===== src/hdl/doimg_pkg.sv =====
// Package for the digital output image block: variants, channel count, reset values,
// fault codes and the port-mapped register offsets.
// Assumes one system clock and a plain strobe register port.
package doimg_pkg;

  // ------------------------------------------------------------------
  // Variants
  // ------------------------------------------------------------------
  typedef enum logic [2:0] {
    DOIMG_V2_FLAG  = 3'h0,
    DOIMG_V2_CODE  = 3'h1,
    DOIMG_V4_PLAIN = 3'h2,
    DOIMG_V4_FLAG  = 3'h3,
    DOIMG_V8_PLAIN = 3'h4,
    DOIMG_V8_FLAG  = 3'h5,
    DOIMG_V16      = 3'h6,
    DOIMG_V2_PLAIN = 3'h7
  } doimg_variant_t;

  // ------------------------------------------------------------------
  // Sizes and codes
  // ------------------------------------------------------------------
  localparam int DOIMG_NCH = 16;
  localparam logic [1:0] DOIMG_CODE_OK = 2'h0;
  localparam logic [1:0] DOIMG_CODE_OPEN = 2'h1;
  localparam logic [1:0] DOIMG_CODE_GND = 2'h2;
  localparam logic [15:0] DOIMG_OUT_RST = 16'h0000;
  localparam logic [2:0] DOIMG_VAR_RST = 3'h0;
  localparam logic [7:0] DOIMG_ABASE_RST = 8'h00;

  // ------------------------------------------------------------------
  // Register offsets
  // ------------------------------------------------------------------
  localparam logic [3:0] DOIMG_OFF_OUT = 4'h0;
  localparam logic [3:0] DOIMG_OFF_IN = 4'h1;
  localparam logic [3:0] DOIMG_OFF_VAR = 4'h2;
  localparam logic [3:0] DOIMG_OFF_ABASE = 4'h3;

  // Per-channel fault sense from the driver stage
  typedef struct packed {
    logic overload;
    logic short_gnd;
    logic short_pos;
    logic open_load;
  } doimg_fault_t;

endpackage : doimg_pkg


===== src/hdl/doimg_top.sv =====
// Digital output image mapper with per-channel diagnostics.
// Assumes the controller uses the strobe port; field fault sense is
// synchronous to mclk.
//
// Functional notes
// Any overload, short or broken wire sets that channel's fault flag.
// Faults go to input image; drive bits come from output image.
// Two-channel flag variant: bits 0,1 map channels 1,2 both ways.
// Two-channel coded variant: two-bit code per channel, outputs 2,3 unused.
// Code 00 normal, 01 open or short to supply, 10 ground/overload.
// Four-channel plain variant: outputs 0..3 drive channels, no input.
// Four-channel flag variant: flags bits 0..3, 0 ok, 1 fault.
// Eight-channel variant: outputs 0..7 drive channels 1..8.
// Eight-channel flag variant: flags bits 0..7, same encoding.
// Sixteen-channel variant: 16-bit output word drives all channels.
// Digital output bytes follow analog output data in the image.
// Controller also evaluates data bits of a flagged channel.
// Unused input bits read zero; unused output bits are ignored.
`timescale 1ns/100ps
module doimg_top
(
  // Clock and reset
  input wire logic mclk,
  input wire logic rst,
  // Register port
  input wire logic [3:0] addr,
  input wire logic [15:0] wdata,
  input wire logic wr_stb,
  input wire logic rd_stb,
  output logic [15:0] rdata,
  // Field side
  input wire doimg_pkg::doimg_fault_t [15:0] fault_sense,
  output logic [15:0] ch_drive,
  output logic [15:0] in_image,
  output logic [7:0] dig_byte_base
);

  // ------------------------------------------------------------------
  // Variant masks
  // ------------------------------------------------------------------
  logic [2:0] var_reg;
  doimg_pkg::doimg_variant_t vsel;
  logic [15:0] out_mask;
  logic [15:0] out_reg;
  logic [15:0] out_next;
  logic [15:0] in_next;
  logic [15:0] flag_vec;
  logic [7:0] abase_reg;

  assign vsel = doimg_pkg::doimg_variant_t'(var_reg);

  // Output mask
  always_comb
  begin
    case (vsel)
      // Two channels
      doimg_pkg::DOIMG_V2_FLAG: out_mask = 16'h0003;
      // Bits 2,3 unused
      doimg_pkg::DOIMG_V2_CODE: out_mask = 16'h0003;
      doimg_pkg::DOIMG_V2_PLAIN: out_mask = 16'h0003;
      // Four channels
      doimg_pkg::DOIMG_V4_PLAIN: out_mask = 16'h000f;
      doimg_pkg::DOIMG_V4_FLAG: out_mask = 16'h000f;
      // Eight channels
      doimg_pkg::DOIMG_V8_PLAIN: out_mask = 16'h00ff;
      doimg_pkg::DOIMG_V8_FLAG: out_mask = 16'h00ff;
      // Full word
      doimg_pkg::DOIMG_V16: out_mask = 16'hffff;
      default: out_mask = 16'h0000;
    endcase
  end

  // ------------------------------------------------------------------
  // Fault detection
  // ------------------------------------------------------------------
  // Any fault raises flag
  always_comb
  begin
    for (int i = 0; i < doimg_pkg::DOIMG_NCH; i++)
    begin
      flag_vec[i] = fault_sense[i].overload | fault_sense[i].short_gnd |
                    fault_sense[i].short_pos | fault_sense[i].open_load;
    end
  end

  // Coded variant takes ground/overload first: it is the harsher case
  function automatic logic [1:0] fault_code(doimg_pkg::doimg_fault_t f);
    // Two-bit code
    if (f.overload | f.short_gnd)
      fault_code = doimg_pkg::DOIMG_CODE_GND;
    else if (f.open_load | f.short_pos)
      fault_code = doimg_pkg::DOIMG_CODE_OPEN;
    else
      fault_code = doimg_pkg::DOIMG_CODE_OK;
  endfunction : fault_code

  // Input image build
  always_comb
  begin
    in_next = 16'h0000;
    case (vsel)
      // Flags on bits 0,1
      doimg_pkg::DOIMG_V2_FLAG: in_next[1:0] = flag_vec[1:0];
      // Codes on bits 1:0 and 3:2
      doimg_pkg::DOIMG_V2_CODE:
      begin
        in_next[1:0] = fault_code(fault_sense[0]);
        in_next[3:2] = fault_code(fault_sense[1]);
      end
      // Four flags
      doimg_pkg::DOIMG_V4_FLAG: in_next[3:0] = flag_vec[3:0];
      // Eight flags
      doimg_pkg::DOIMG_V8_FLAG: in_next[7:0] = flag_vec[7:0];
      // No input data elsewhere
      default: in_next = 16'h0000;
    endcase
  end

  // ------------------------------------------------------------------
  // Register port
  // ------------------------------------------------------------------
  // Unused bits dropped on write
  always_comb
  begin
    out_next = out_reg & out_mask;
    if (wr_stb && addr == doimg_pkg::DOIMG_OFF_OUT)
      out_next = wdata & out_mask;
  end

  always_ff @(posedge mclk)
  begin
    if (rst)
      out_reg <= doimg_pkg::DOIMG_OUT_RST;
    else
      out_reg <= out_next;
  end

  always_ff @(posedge mclk)
  begin
    if (rst)
      var_reg <= doimg_pkg::DOIMG_VAR_RST;
    else if (wr_stb && addr == doimg_pkg::DOIMG_OFF_VAR)
      var_reg <= wdata[2:0];
  end

  // Byte offset after analog data
  always_ff @(posedge mclk)
  begin
    if (rst)
      abase_reg <= doimg_pkg::DOIMG_ABASE_RST;
    else if (wr_stb && addr == doimg_pkg::DOIMG_OFF_ABASE)
      abase_reg <= wdata[7:0];
  end

  // Image and drive outputs, registered
  always_ff @(posedge mclk)
  begin
    if (rst)
    begin
      in_image <= 16'h0000;
      ch_drive <= 16'h0000;
      dig_byte_base <= 8'h00;
    end
    else
    begin
      // Drive from output image
      in_image <= in_next;
      ch_drive <= out_next;
      dig_byte_base <= abase_reg;
    end
  end

  // Read data one cycle after strobe; zero otherwise
  always_ff @(posedge mclk)
  begin
    if (rst)
      rdata <= 16'h0000;
    else if (rd_stb)
    begin
      case (addr)
        doimg_pkg::DOIMG_OFF_OUT: rdata <= out_reg;
        doimg_pkg::DOIMG_OFF_IN: rdata <= in_next;
        doimg_pkg::DOIMG_OFF_VAR: rdata <= {13'h0, var_reg};
        doimg_pkg::DOIMG_OFF_ABASE: rdata <= {8'h00, abase_reg};
        default: rdata <= 16'h0000;
      endcase
    end
    else
      rdata <= 16'h0000;
  end

endmodule : doimg_top


===== config.mk =====
export PLATFORM = sky130hd
export DESIGN_NAME = doimg_top
export DESIGN_NICKNAME = d
export VERILOG_FILES = /design/src/hdl/doimg_pkg.sv /design/src/hdl/doimg_top.sv
export SDC_FILE = /design/constraint.sdc
export NUM_CORES = 1
export LEC_CHECK = 0
export BUFFER_PORTS_ARGS = -buffer_cell sky130_fd_sc_hd__buf_2
export CAP_MARGIN = 5
export CORE_AREA = 5 5 83 85
export CTS_CLUSTER_DIAMETER = 150
export DETAILED_ROUTE_END_ITERATION = 7
export DIE_AREA = 0 0 88 90
export PLACE_DENSITY = 0.77
export SYNTH_ARGS = -nofsm -noshare
export SYNTH_HDL_FRONTEND = slang
export SYNTH_SLANG_ARGS = --single-unit

===== constraint.sdc =====
create_clock -name mclk -period 1.6 [get_ports mclk]
set_input_delay 0.16 -clock mclk [delete_from_list [all_inputs] [get_ports mclk]]
set_output_delay 0.16 -clock mclk [all_outputs]
set_load 0.01 [all_outputs]

==> results_dict.tcl, run 1 <==
set metrics [dict create \
    outcome "completed" \
    grt_overflow 0 \
    cpPeakStageDelay_ps 480 \
    vias_per_cell 4.831 \
    ctsResizeCount 0 \
    drv_cap 0 \
    grt_pass1_wl_um 9936 \
    power.total_mw 2.944 \
    numCtsBuffers 9 \
    wirelength_um 6333 \
    holdWs_ps 64.91 \
    antenna_cells 0 \
    postCtsHoldBufs 0 \
    first_pass_iters 4 \
    path_cells "nand3b_1 > nor4b_2 > nand2b_1 > a21oi_1" \
    cp_num_cells 4 \
    setup_viol 0 \
    antenna_found_initial 0 \
    clock_latency_ps 330 \
    die_height_um 90 \
    gp_congestion 0.7957 \
    fin_skew_ps 5.943 \
    vias 2227 \
    port-buffer-count 103 \
    h-tree-depth 3 \
    nNetsFinal 468 \
    drtAntennaViolNets 0 \
    cts-root-buf "clkbuf_8" \
    clock_sinks 62 \
    vdd_ir_drop_max_mv 0.3920 \
    setup_total_negative_slack_ps 0 \
    finish.utilization 0.5219 \
    period_share 0.9444 \
    critPathKind "reg2reg" \
    die-area_um2 7920 \
    timing.rr.start "var_reg[0]$_SDFFE_PP0N_" \
    drcViolationCount 0 \
    critical_path.startpoint_type "flop" \
    start_util 0.3973 \
    syn2layout_area_growth_pct 31.38 \
    synth_top_cells_by_area "dfxtp_1, nand2_1, a21oi_1" \
    post-synth-top-area-fraction 0.5095 \
    yosysMostFrequentCell "dfxtp_1" \
    clk_path_buf_depth 2 \
    clock.fmax_ghz 0.6618 \
    synth_cells 270 \
    coreArea_um2 6132 \
    async_flop_share 0 \
    rows 29 \
    stdcell_count 461 \
    top_regs "ch_drive x16, rdata x16" \
    synth-edff-count 0 \
    r2r_slack_ps 90 \
    clk_pin_slew_ps 60 \
    hp-class "in2reg" \
    maxSlewViolCount 0 \
    placed_cells 446 \
    fin_crit_ps 1511 \
    hold-path-cell-count 3 \
    grt_usage 0.1628 \
    cp_max_fo 6 \
    postCtsSetupRepairBufs 0 \
    path_buf_inv 0 \
    ys_warn_count 0 \
    ios 144 \
    mappedNetlistArea_um2 2436 \
    p_leak_nw 1.516 \
    p_per_area_nw_per_um2 919.9 \
    cp.arrival_ps 1770 \
    synth-seq-area-share 0.5095 \
    hold_viol_final 0 \
    worstRegToRegCells 4 \
    grt_pass1_vias 2166 \
    ys.flop_type "dfxtp_1" \
    grt_max_degree 32 \
    required_ps 1860 \
    cts_tree "yes" \
    cpLargestDelayFamily "simple AND/OR/NAND/NOR gates" \
    worstSetupEndpoint "rdata[5]$_SDFF_PP0_" \
    cp-end-kind "flop" \
    cp-startpoint "var_reg[0]$_SDFFE_PP0N_" \
    wl_per_cell_um 13.74 \
    r2r-end "rdata[5]$_SDFF_PP0_" \
    avgSynthCellArea_um2 9.023 \
    drive_above_1_share 0.3516 \
    synth-seq-cells 62 \
    drt_iter0_drc 60 \
    synth_top_area_cell "dfxtp_1" \
    synth_common_cells "dfxtp_1, nand2_1, a21oi_1, nor2_1, nand2b_1" \
    crit_slowest_cell "nor4b_2" \
    dieWidth_um 88 \
    rsz0062_at_grt "false" \
    dpl.hpwl_um 4883 \
    ys_types 39 \
]
==> cells in the final DEF, fill, tap and decap left out, types with 5 or more instances in the layout <==
cell type  Yosys  final
and3_1         9      9
nand2_1       42     42
clkbuf_8       0     11
nor2_1        26     26
buf_4         10     11
a22o_1         5      5
mux2i_1       12     12
a21oi_1       26     26
conb_1         1      8
nand2b_1      13     13
buf_2          2    103
nor4_1         8      8
nor2b_1        9      9
dfxtp_1       62     62
==> area by class of cell <==
| type | instances | area, µm² |
|---|---|---|
| tap | 77 | 96.34 |
| clock inverter | 1 | 5.005 |
| sequential | 62 | 1241 |
| fill | 562 | 2932 |
| clock buffer | 14 | 162.7 |
| multi-input combinational | 193 | 1097 |
| timing repair buffer | 114 | 598.1 |
==> report_power, final <==
| group | total [mW] | switching (mW) | internal, mW |
|---|---|---|---|
| Sequential | 1.56 | 0.00482 | 1.55 |
| Clock | 1.18 | 0.540 | 0.637 |
| Combinational | 0.207 | 0.113 | 0.0937 |
==> through the flow <==
| step | setup slack, ps | area, µm² |
|---|---|---|
| after floorplan | 374.4 | 2462 |
| after global placement | 227.5 | 3033 |
| after detailed placement | 154.4 | 3033 |
| after CTS | 140.3 | 3201 |
| after global routing | 51.67 | 3201 |
| final | 88.97 | 3201 |
==> routing by layer <==
| layer | track usage | wire length [µm] | up-vias |
|---|---|---|---|
| li1 | - | - | 1127 |
| met1 | 0.1790 | 2437 | 999 |
| met2 | 0.2833 | 3215 | 91 |
| met3 | 0.05941 | 601 | 10 |
| met4 | 0.05499 | 78 | 0 |
| met5 | 0 | 0 | - |
==> worst min path at each step <==
| stage | startpoint | endpoint |
|---|---|---|
| 6_report | fault_sense[26] | in_image[6]$_SDFF_PP0_ |
| 5_1_grt | wdata[14] | ch_drive[14]$_SDFF_PP0_ |
| 4_1_cts | fault_sense[27] | in_image[6]$_SDFF_PP0_ |
| 3_5_place_dp | fault_sense[27] | in_image[6]$_SDFF_PP0_ |
| 3_3_place_gp | fault_sense[24] | in_image[6]$_SDFF_PP0_ |
| 2_1_floorplan | addr[0] | rdata[0]$_SDFF_PP0_ |
==> cells by family after synthesis <==
family | count (synthesis) | share of synthesized area
other | 1 | 0.001539
AO/OA/AOI/OAI | 40 | 0.09758
AND/OR/NAND/NOR | 131 | 0.2820
flip-flops | 62 | 0.5095
multiplexers | 14 | 0.05855
buffers and inverters | 22 | 0.05084
==> worst register-to-register path: cells and delay by family (launching register included) <==
family,cells,cell delay [ps]
and+or+nand+nor,3,860
DFF,1,430
AOI/OAI and AO/OA,1,160
No activity file was read; power rests on OpenSTA's default activity.
==> run 2, diff against run 1 <==
--- a/config.mk
+++ b/config.mk
@@ -11,7 +11,8 @@
 export CTS_CLUSTER_DIAMETER = 150
 export DETAILED_ROUTE_END_ITERATION = 7
 export DIE_AREA = 0 0 88 90
-export PLACE_DENSITY = 0.77
+export HOLD_SLACK_MARGIN = 0.06
+export PLACE_DENSITY = 0.72
 export SYNTH_ARGS = -nofsm -noshare
 export SYNTH_HDL_FRONTEND = slang
 export SYNTH_SLANG_ARGS = --single-unit
==> results_dict.tcl, run 2 (synthesized netlist as in run 1, its figures left out) <==
set metrics [dict create \
    start_util 0.3973 \
    port-buffer-count 103 \
    h-tree-depth 3 \
    required_ps 1830 \
    vdd_ir_drop_max_mv 0.5605 \
    cp_num_cells 5 \
    p_leak_nw 1.595 \
    syn2layout_area_growth_pct 38.16 \
    gp_congestion 0.7746 \
    vias_per_cell 4.791 \
    wirelength_um 6506 \
    antenna_cells 0 \
    period_share 0.9180 \
    rows 29 \
    timing.rr.start "var_reg[0]$_SDFFE_PP0N_" \
    cp_max_fo 2 \
    dieWidth_um 88 \
    cp-end-kind "flop" \
    hold_viol_final 0 \
    drv_cap 0 \
    clock.fmax_ghz 0.6808 \
    drtAntennaViolNets 0 \
    cts_tree "yes" \
    cp.arrival_ps 1700 \
    die_height_um 90 \
    numCtsBuffers 9 \
    grt_overflow 0 \
    critical_path.startpoint_type "input pin" \
    finish.utilization 0.5489 \
    first_pass_iters 4 \
    grt_pass1_wl_um 10180 \
    r2r_slack_ps 250 \
    coreArea_um2 6132 \
    clock_sinks 62 \
    setup_viol 0 \
    ctsResizeCount 0 \
    grt_usage 0.1646 \
    outcome "completed" \
    antenna_found_initial 0 \
    postCtsHoldBufs 9 \
    postCtsSetupRepairBufs 0 \
    fin_crit_ps 1469 \
    crit_slowest_cell "dlygate4sd3_1" \
    die-area_um2 7920 \
    nNetsFinal 479 \
    dpl.hpwl_um 4950 \
    clk_pin_slew_ps 70 \
    setup_total_negative_slack_ps 0 \
    drcViolationCount 0 \
    vias 2266 \
    cpLargestDelayFamily "buffers and inverters" \
    cts-root-buf "clkbuf_8" \
    rsz0062_at_grt "false" \
    hold_end "abase_reg[4]$_SDFFE_PP0P_" \
    p_per_area_nw_per_um2 975.2 \
    layout_commonest_cell "buf_2" \
    hp-class "in2reg" \
    path_common_cell "dlygate4sd3_1" \
    clock_latency_ps 340 \
    drive_above_1_share 0.3510 \
    top_regs "ch_drive x16, rdata x16" \
    fin_skew_ps 6.633 \
    grt_max_degree 32 \
    clk_path_buf_depth 2 \
    wl_per_cell_um 13.75 \
    grt_pass1_vias 2224 \
    hold-path-cell-count 3 \
    r2r-end "rdata[5]$_SDFF_PP0_" \
    worstRegToRegCells 4 \
    critPathKind "in2reg" \
    path_buf_inv 3 \
    hold_start "wdata[4]" \
    maxSlewViolCount 0 \
    final_cell_mix "buf_2, dfxtp_1, nand2_1, a21oi_1, nor2_1" \
    path_cells "dlygate4sd3_1 > buf_2 > nor4_1 > dlygate4sd3_1 > nor2_1" \
    ios 144 \
    drt_iter0_drc 57 \
    cpPeakStageDelay_ps 610 \
]
## run 2: power breakdown
part / leakage, nW / switching [mW] / total, mW / internal, mW
combinational: 0.984 / 0.118 / 0.228 / 0.111
clock: 0.110 / 0.579 / 1.49 / 0.915
sequential: 0.500 / 0.00507 / 1.56 / 1.55
total: 1.59 / 0.702 / 3.28 / 2.58
## run 2: cell type report
type                       count  area [µm²]
fill                         562        2766
sequential                    62        1241
multi-input combinational    193        1097
timing repair buffer         125       715.7
clock buffer                  12       145.1
tap                           77       96.34
clock inverter                 4       70.07
## run 2: how the worst max path moves through the flow
stage	from	slack (ps)	endpoint
after floorplan	var_reg[1]$_SDFFE_PP0N_	370	rdata[1]$_SDFF_PP0_
after global placement	addr[0]	240	out_mask[14]$_SDFF_PN0_
after detailed placement	addr[0]	180	out_mask[14]$_SDFF_PN0_
after CTS	fault_sense[16]	170	in_image[4]$_SDFF_PP0_
after global routing	fault_sense[16]	60	in_image[4]$_SDFF_PP0_
final	fault_sense[16]	130	in_image[4]$_SDFF_PP0_
## run 2: worst register-to-register path, stage by stage (launching register included)
cell and delay (ps):
dfxtp_1 400, nand3b_1 200, nor4b_2 430, nand2b_1 120, a21oi_1 150
## run 2: stage by stage
step	instances	hold WS (ps)	total power, mW	setup WS, ps	instance area (µm²)
after global routing	473	71.53	3.391	57.70	3366
after global placement	448	401.8	1.801	239.3	3060
after floorplan	277	260.8	1.700	374.4	2462
after CTS	473	61.67	3.307	167.1	3366
final	473	68.05	3.282	131.2	3366
after detailed placement	448	407.7	1.806	181.9	3060
## run 2: metal layers
metal,part of all wire,global-route usage,vias up,routed length (µm)
met1,0.38,0.1771,1022,2456
met4,0.025,0.08440,0,160
li1,-,-,1146,-
met2,0.51,0.2908,82,3315
met5,0,0,-,0
met3,0.088,0.03931,16,574
==> run 3, diff against run 2 <==
==> config.mk (replaced) <==
export PLATFORM = sky130hd
export DESIGN_NAME = doimg_top
export DESIGN_NICKNAME = d
export VERILOG_FILES = /design/src/hdl/doimg_pkg.sv /design/src/hdl/doimg_top.sv
export SDC_FILE = /design/constraint.sdc
export NUM_CORES = 1
export LEC_CHECK = 0
export CAP_MARGIN = 5
export CORE_AREA = 5 5 83 85
export CTS_CLUSTER_DIAMETER = 150
export DETAILED_ROUTE_END_ITERATION = 7
export DIE_AREA = 0 0 88 90
export DONT_BUFFER_PORTS = 1
export PLACE_DENSITY = 0.52
export SYNTH_ARGS = -nofsm -noshare
export SYNTH_HDL_FRONTEND = slang
export SYNTH_SLANG_ARGS = --single-unit
==> results_dict.tcl, run 3 (synthesized netlist as in run 1, its figures left out) <==
set metrics [dict create \
    numCtsBuffers 9 \
    wirelength_um 6366 \
    regArea_um2 1241 \
    worst_pin_slew_ps 1020 \
    vias 1932 \
    vdd_ir_drop_max_mv 0.4681 \
    slew_headroom 0.3176 \
    p_per_area_nw_per_um2 1004 \
    finish.utilization 0.4860 \
    stdcell_count 386 \
    wl_per_cell_um 16.49 \
    drt_iter0_drc 79 \
    antenna_found_initial 0 \
    maxSlewViolCount 0 \
    clk_path_buf_depth 2 \
    rsz0062_at_grt "false" \
    outcome "completed" \
    dieWidth_um 88 \
    setup_total_negative_slack_ps 0 \
    first_pass_iters 4 \
    fin_crit_ps 1451 \
    period_share 0.9069 \
    fin_skew_ps 8.900 \
    cp.arrival_ps 1700 \
    rows 29 \
    grt_pass1_wl_um 10130 \
    drive_above_1_share 0.1165 \
    power.total_mw 2.994 \
    fill_cells 594 \
    cp_max_fo 7 \
    grt_max_degree 27 \
    required_ps 1850 \
    placed_cells 343 \
    hold-path-cell-count 2 \
    dpl.hpwl_um 4393 \
    syn2layout_area_growth_pct 22.34 \
    layout_commonest_cell "dfxtp_1" \
    clock_latency_ps 330 \
    hp-class "in2reg" \
    setup_viol 0 \
    grt_overflow 0 \
    grt_usage 0.1659 \
    antenna_cells 0 \
    vias_per_cell 5.005 \
    critPathKind "reg2reg" \
    multi_input_area_um2 1104 \
    drtAntennaViolNets 0 \
    clock_sinks 62 \
    final_cell_mix "dfxtp_1, nand2_1, dlygate4sd3_1, a21oi_1, nor2_1" \
    top_regs "ch_drive x16, rdata x16" \
    drcViolationCount 0 \
    gp_congestion 0.7669 \
    h-tree-depth 3 \
    critical_path.startpoint_type "flop" \
    clock.fmax_ghz 0.6892 \
    ios 144 \
    cts-root-buf "clkbuf_8" \
    cp-end-kind "flop" \
    port-buffer-count 0 \
    die-area_um2 7920 \
    grt_pass1_vias 1971 \
    p_leak_nw 1.168 \
    worstRegToRegCells 5 \
    cts_tree "yes" \
    start_util 0.3973 \
    drv_cap 0 \
    postCtsSetupRepairBufs 0 \
    hold_viol_final 0 \
    clk_pin_slew_ps 70 \
    coreArea_um2 6132 \
    die_height_um 90 \
    nNetsFinal 392 \
]
==> run 3: path summary, 6_finish.rpt <==
path / slack (ps) / endpoint / startpoint
max: 150 / rdata[1]$_SDFF_PP0_ / var_reg[0]$_SDFFE_PP0N_
min: 20 / in_image[3]$_SDFF_PP0_ / rst
max reg2reg: 150 / rdata[1]$_SDFF_PP0_ / var_reg[0]$_SDFFE_PP0N_
min reg2reg: 470 / ch_drive[2]$_SDFF_PP0_ / out_mask[3]$_DFF_P_
==> run 3: routing by layer <==
metal	track usage	wire length, µm	vias to the layer above
li1	-	-	973
met1	0.2012	2691	864
met2	0.2519	2890	83
met3	0.07404	652	12
met4	0.06905	131	0
met5	0	0	-
==> run 3: critical path, cell delays in order, from the launching register on <==
cell and delay [ps]:
dfxtp_1 440, nand2b_1 100, or3_1 390, nor3b_1 160, buf_4 140, o22ai_1 140
==> run 3: repair_timing <==
| action | CTS | global route |
|---|---|---|
| hold buffers | 27 | 0 |
| endpoints found under the hold margin | 45 | 0 |
| gates resized for setup | 0 | 0 |
==> run 3: area by class of cell <==
| class | count | area share |
|---|---|---|
| clock buffers | 13 | 0.05668 |
| multi-input cells | 193 | 0.3703 |
| flip-flops and latches | 62 | 0.4165 |
| well taps | 77 | 0.03233 |
| repair buffers | 38 | 0.1184 |
| clock inverters | 3 | 0.005877 |
==> run 3: stage by stage <==
step,cell area [µm²],hold slack (ps),setup WS [ps]
floorplan,2462,260.8,374.4
global route,2980,9.551,12.73
global placement,2524,232.6,172.5
detailed placement,2524,235.4,169.8
CTS,2980,4.754,132.6
finish,2980,21.94,149.0
==> run 3: power by group <==
group | internal [mW] | switching, mW
combinational | 0.0836 | 0.0813
sequential | 1.55 | 0.0101
clock | 0.684 | 0.580
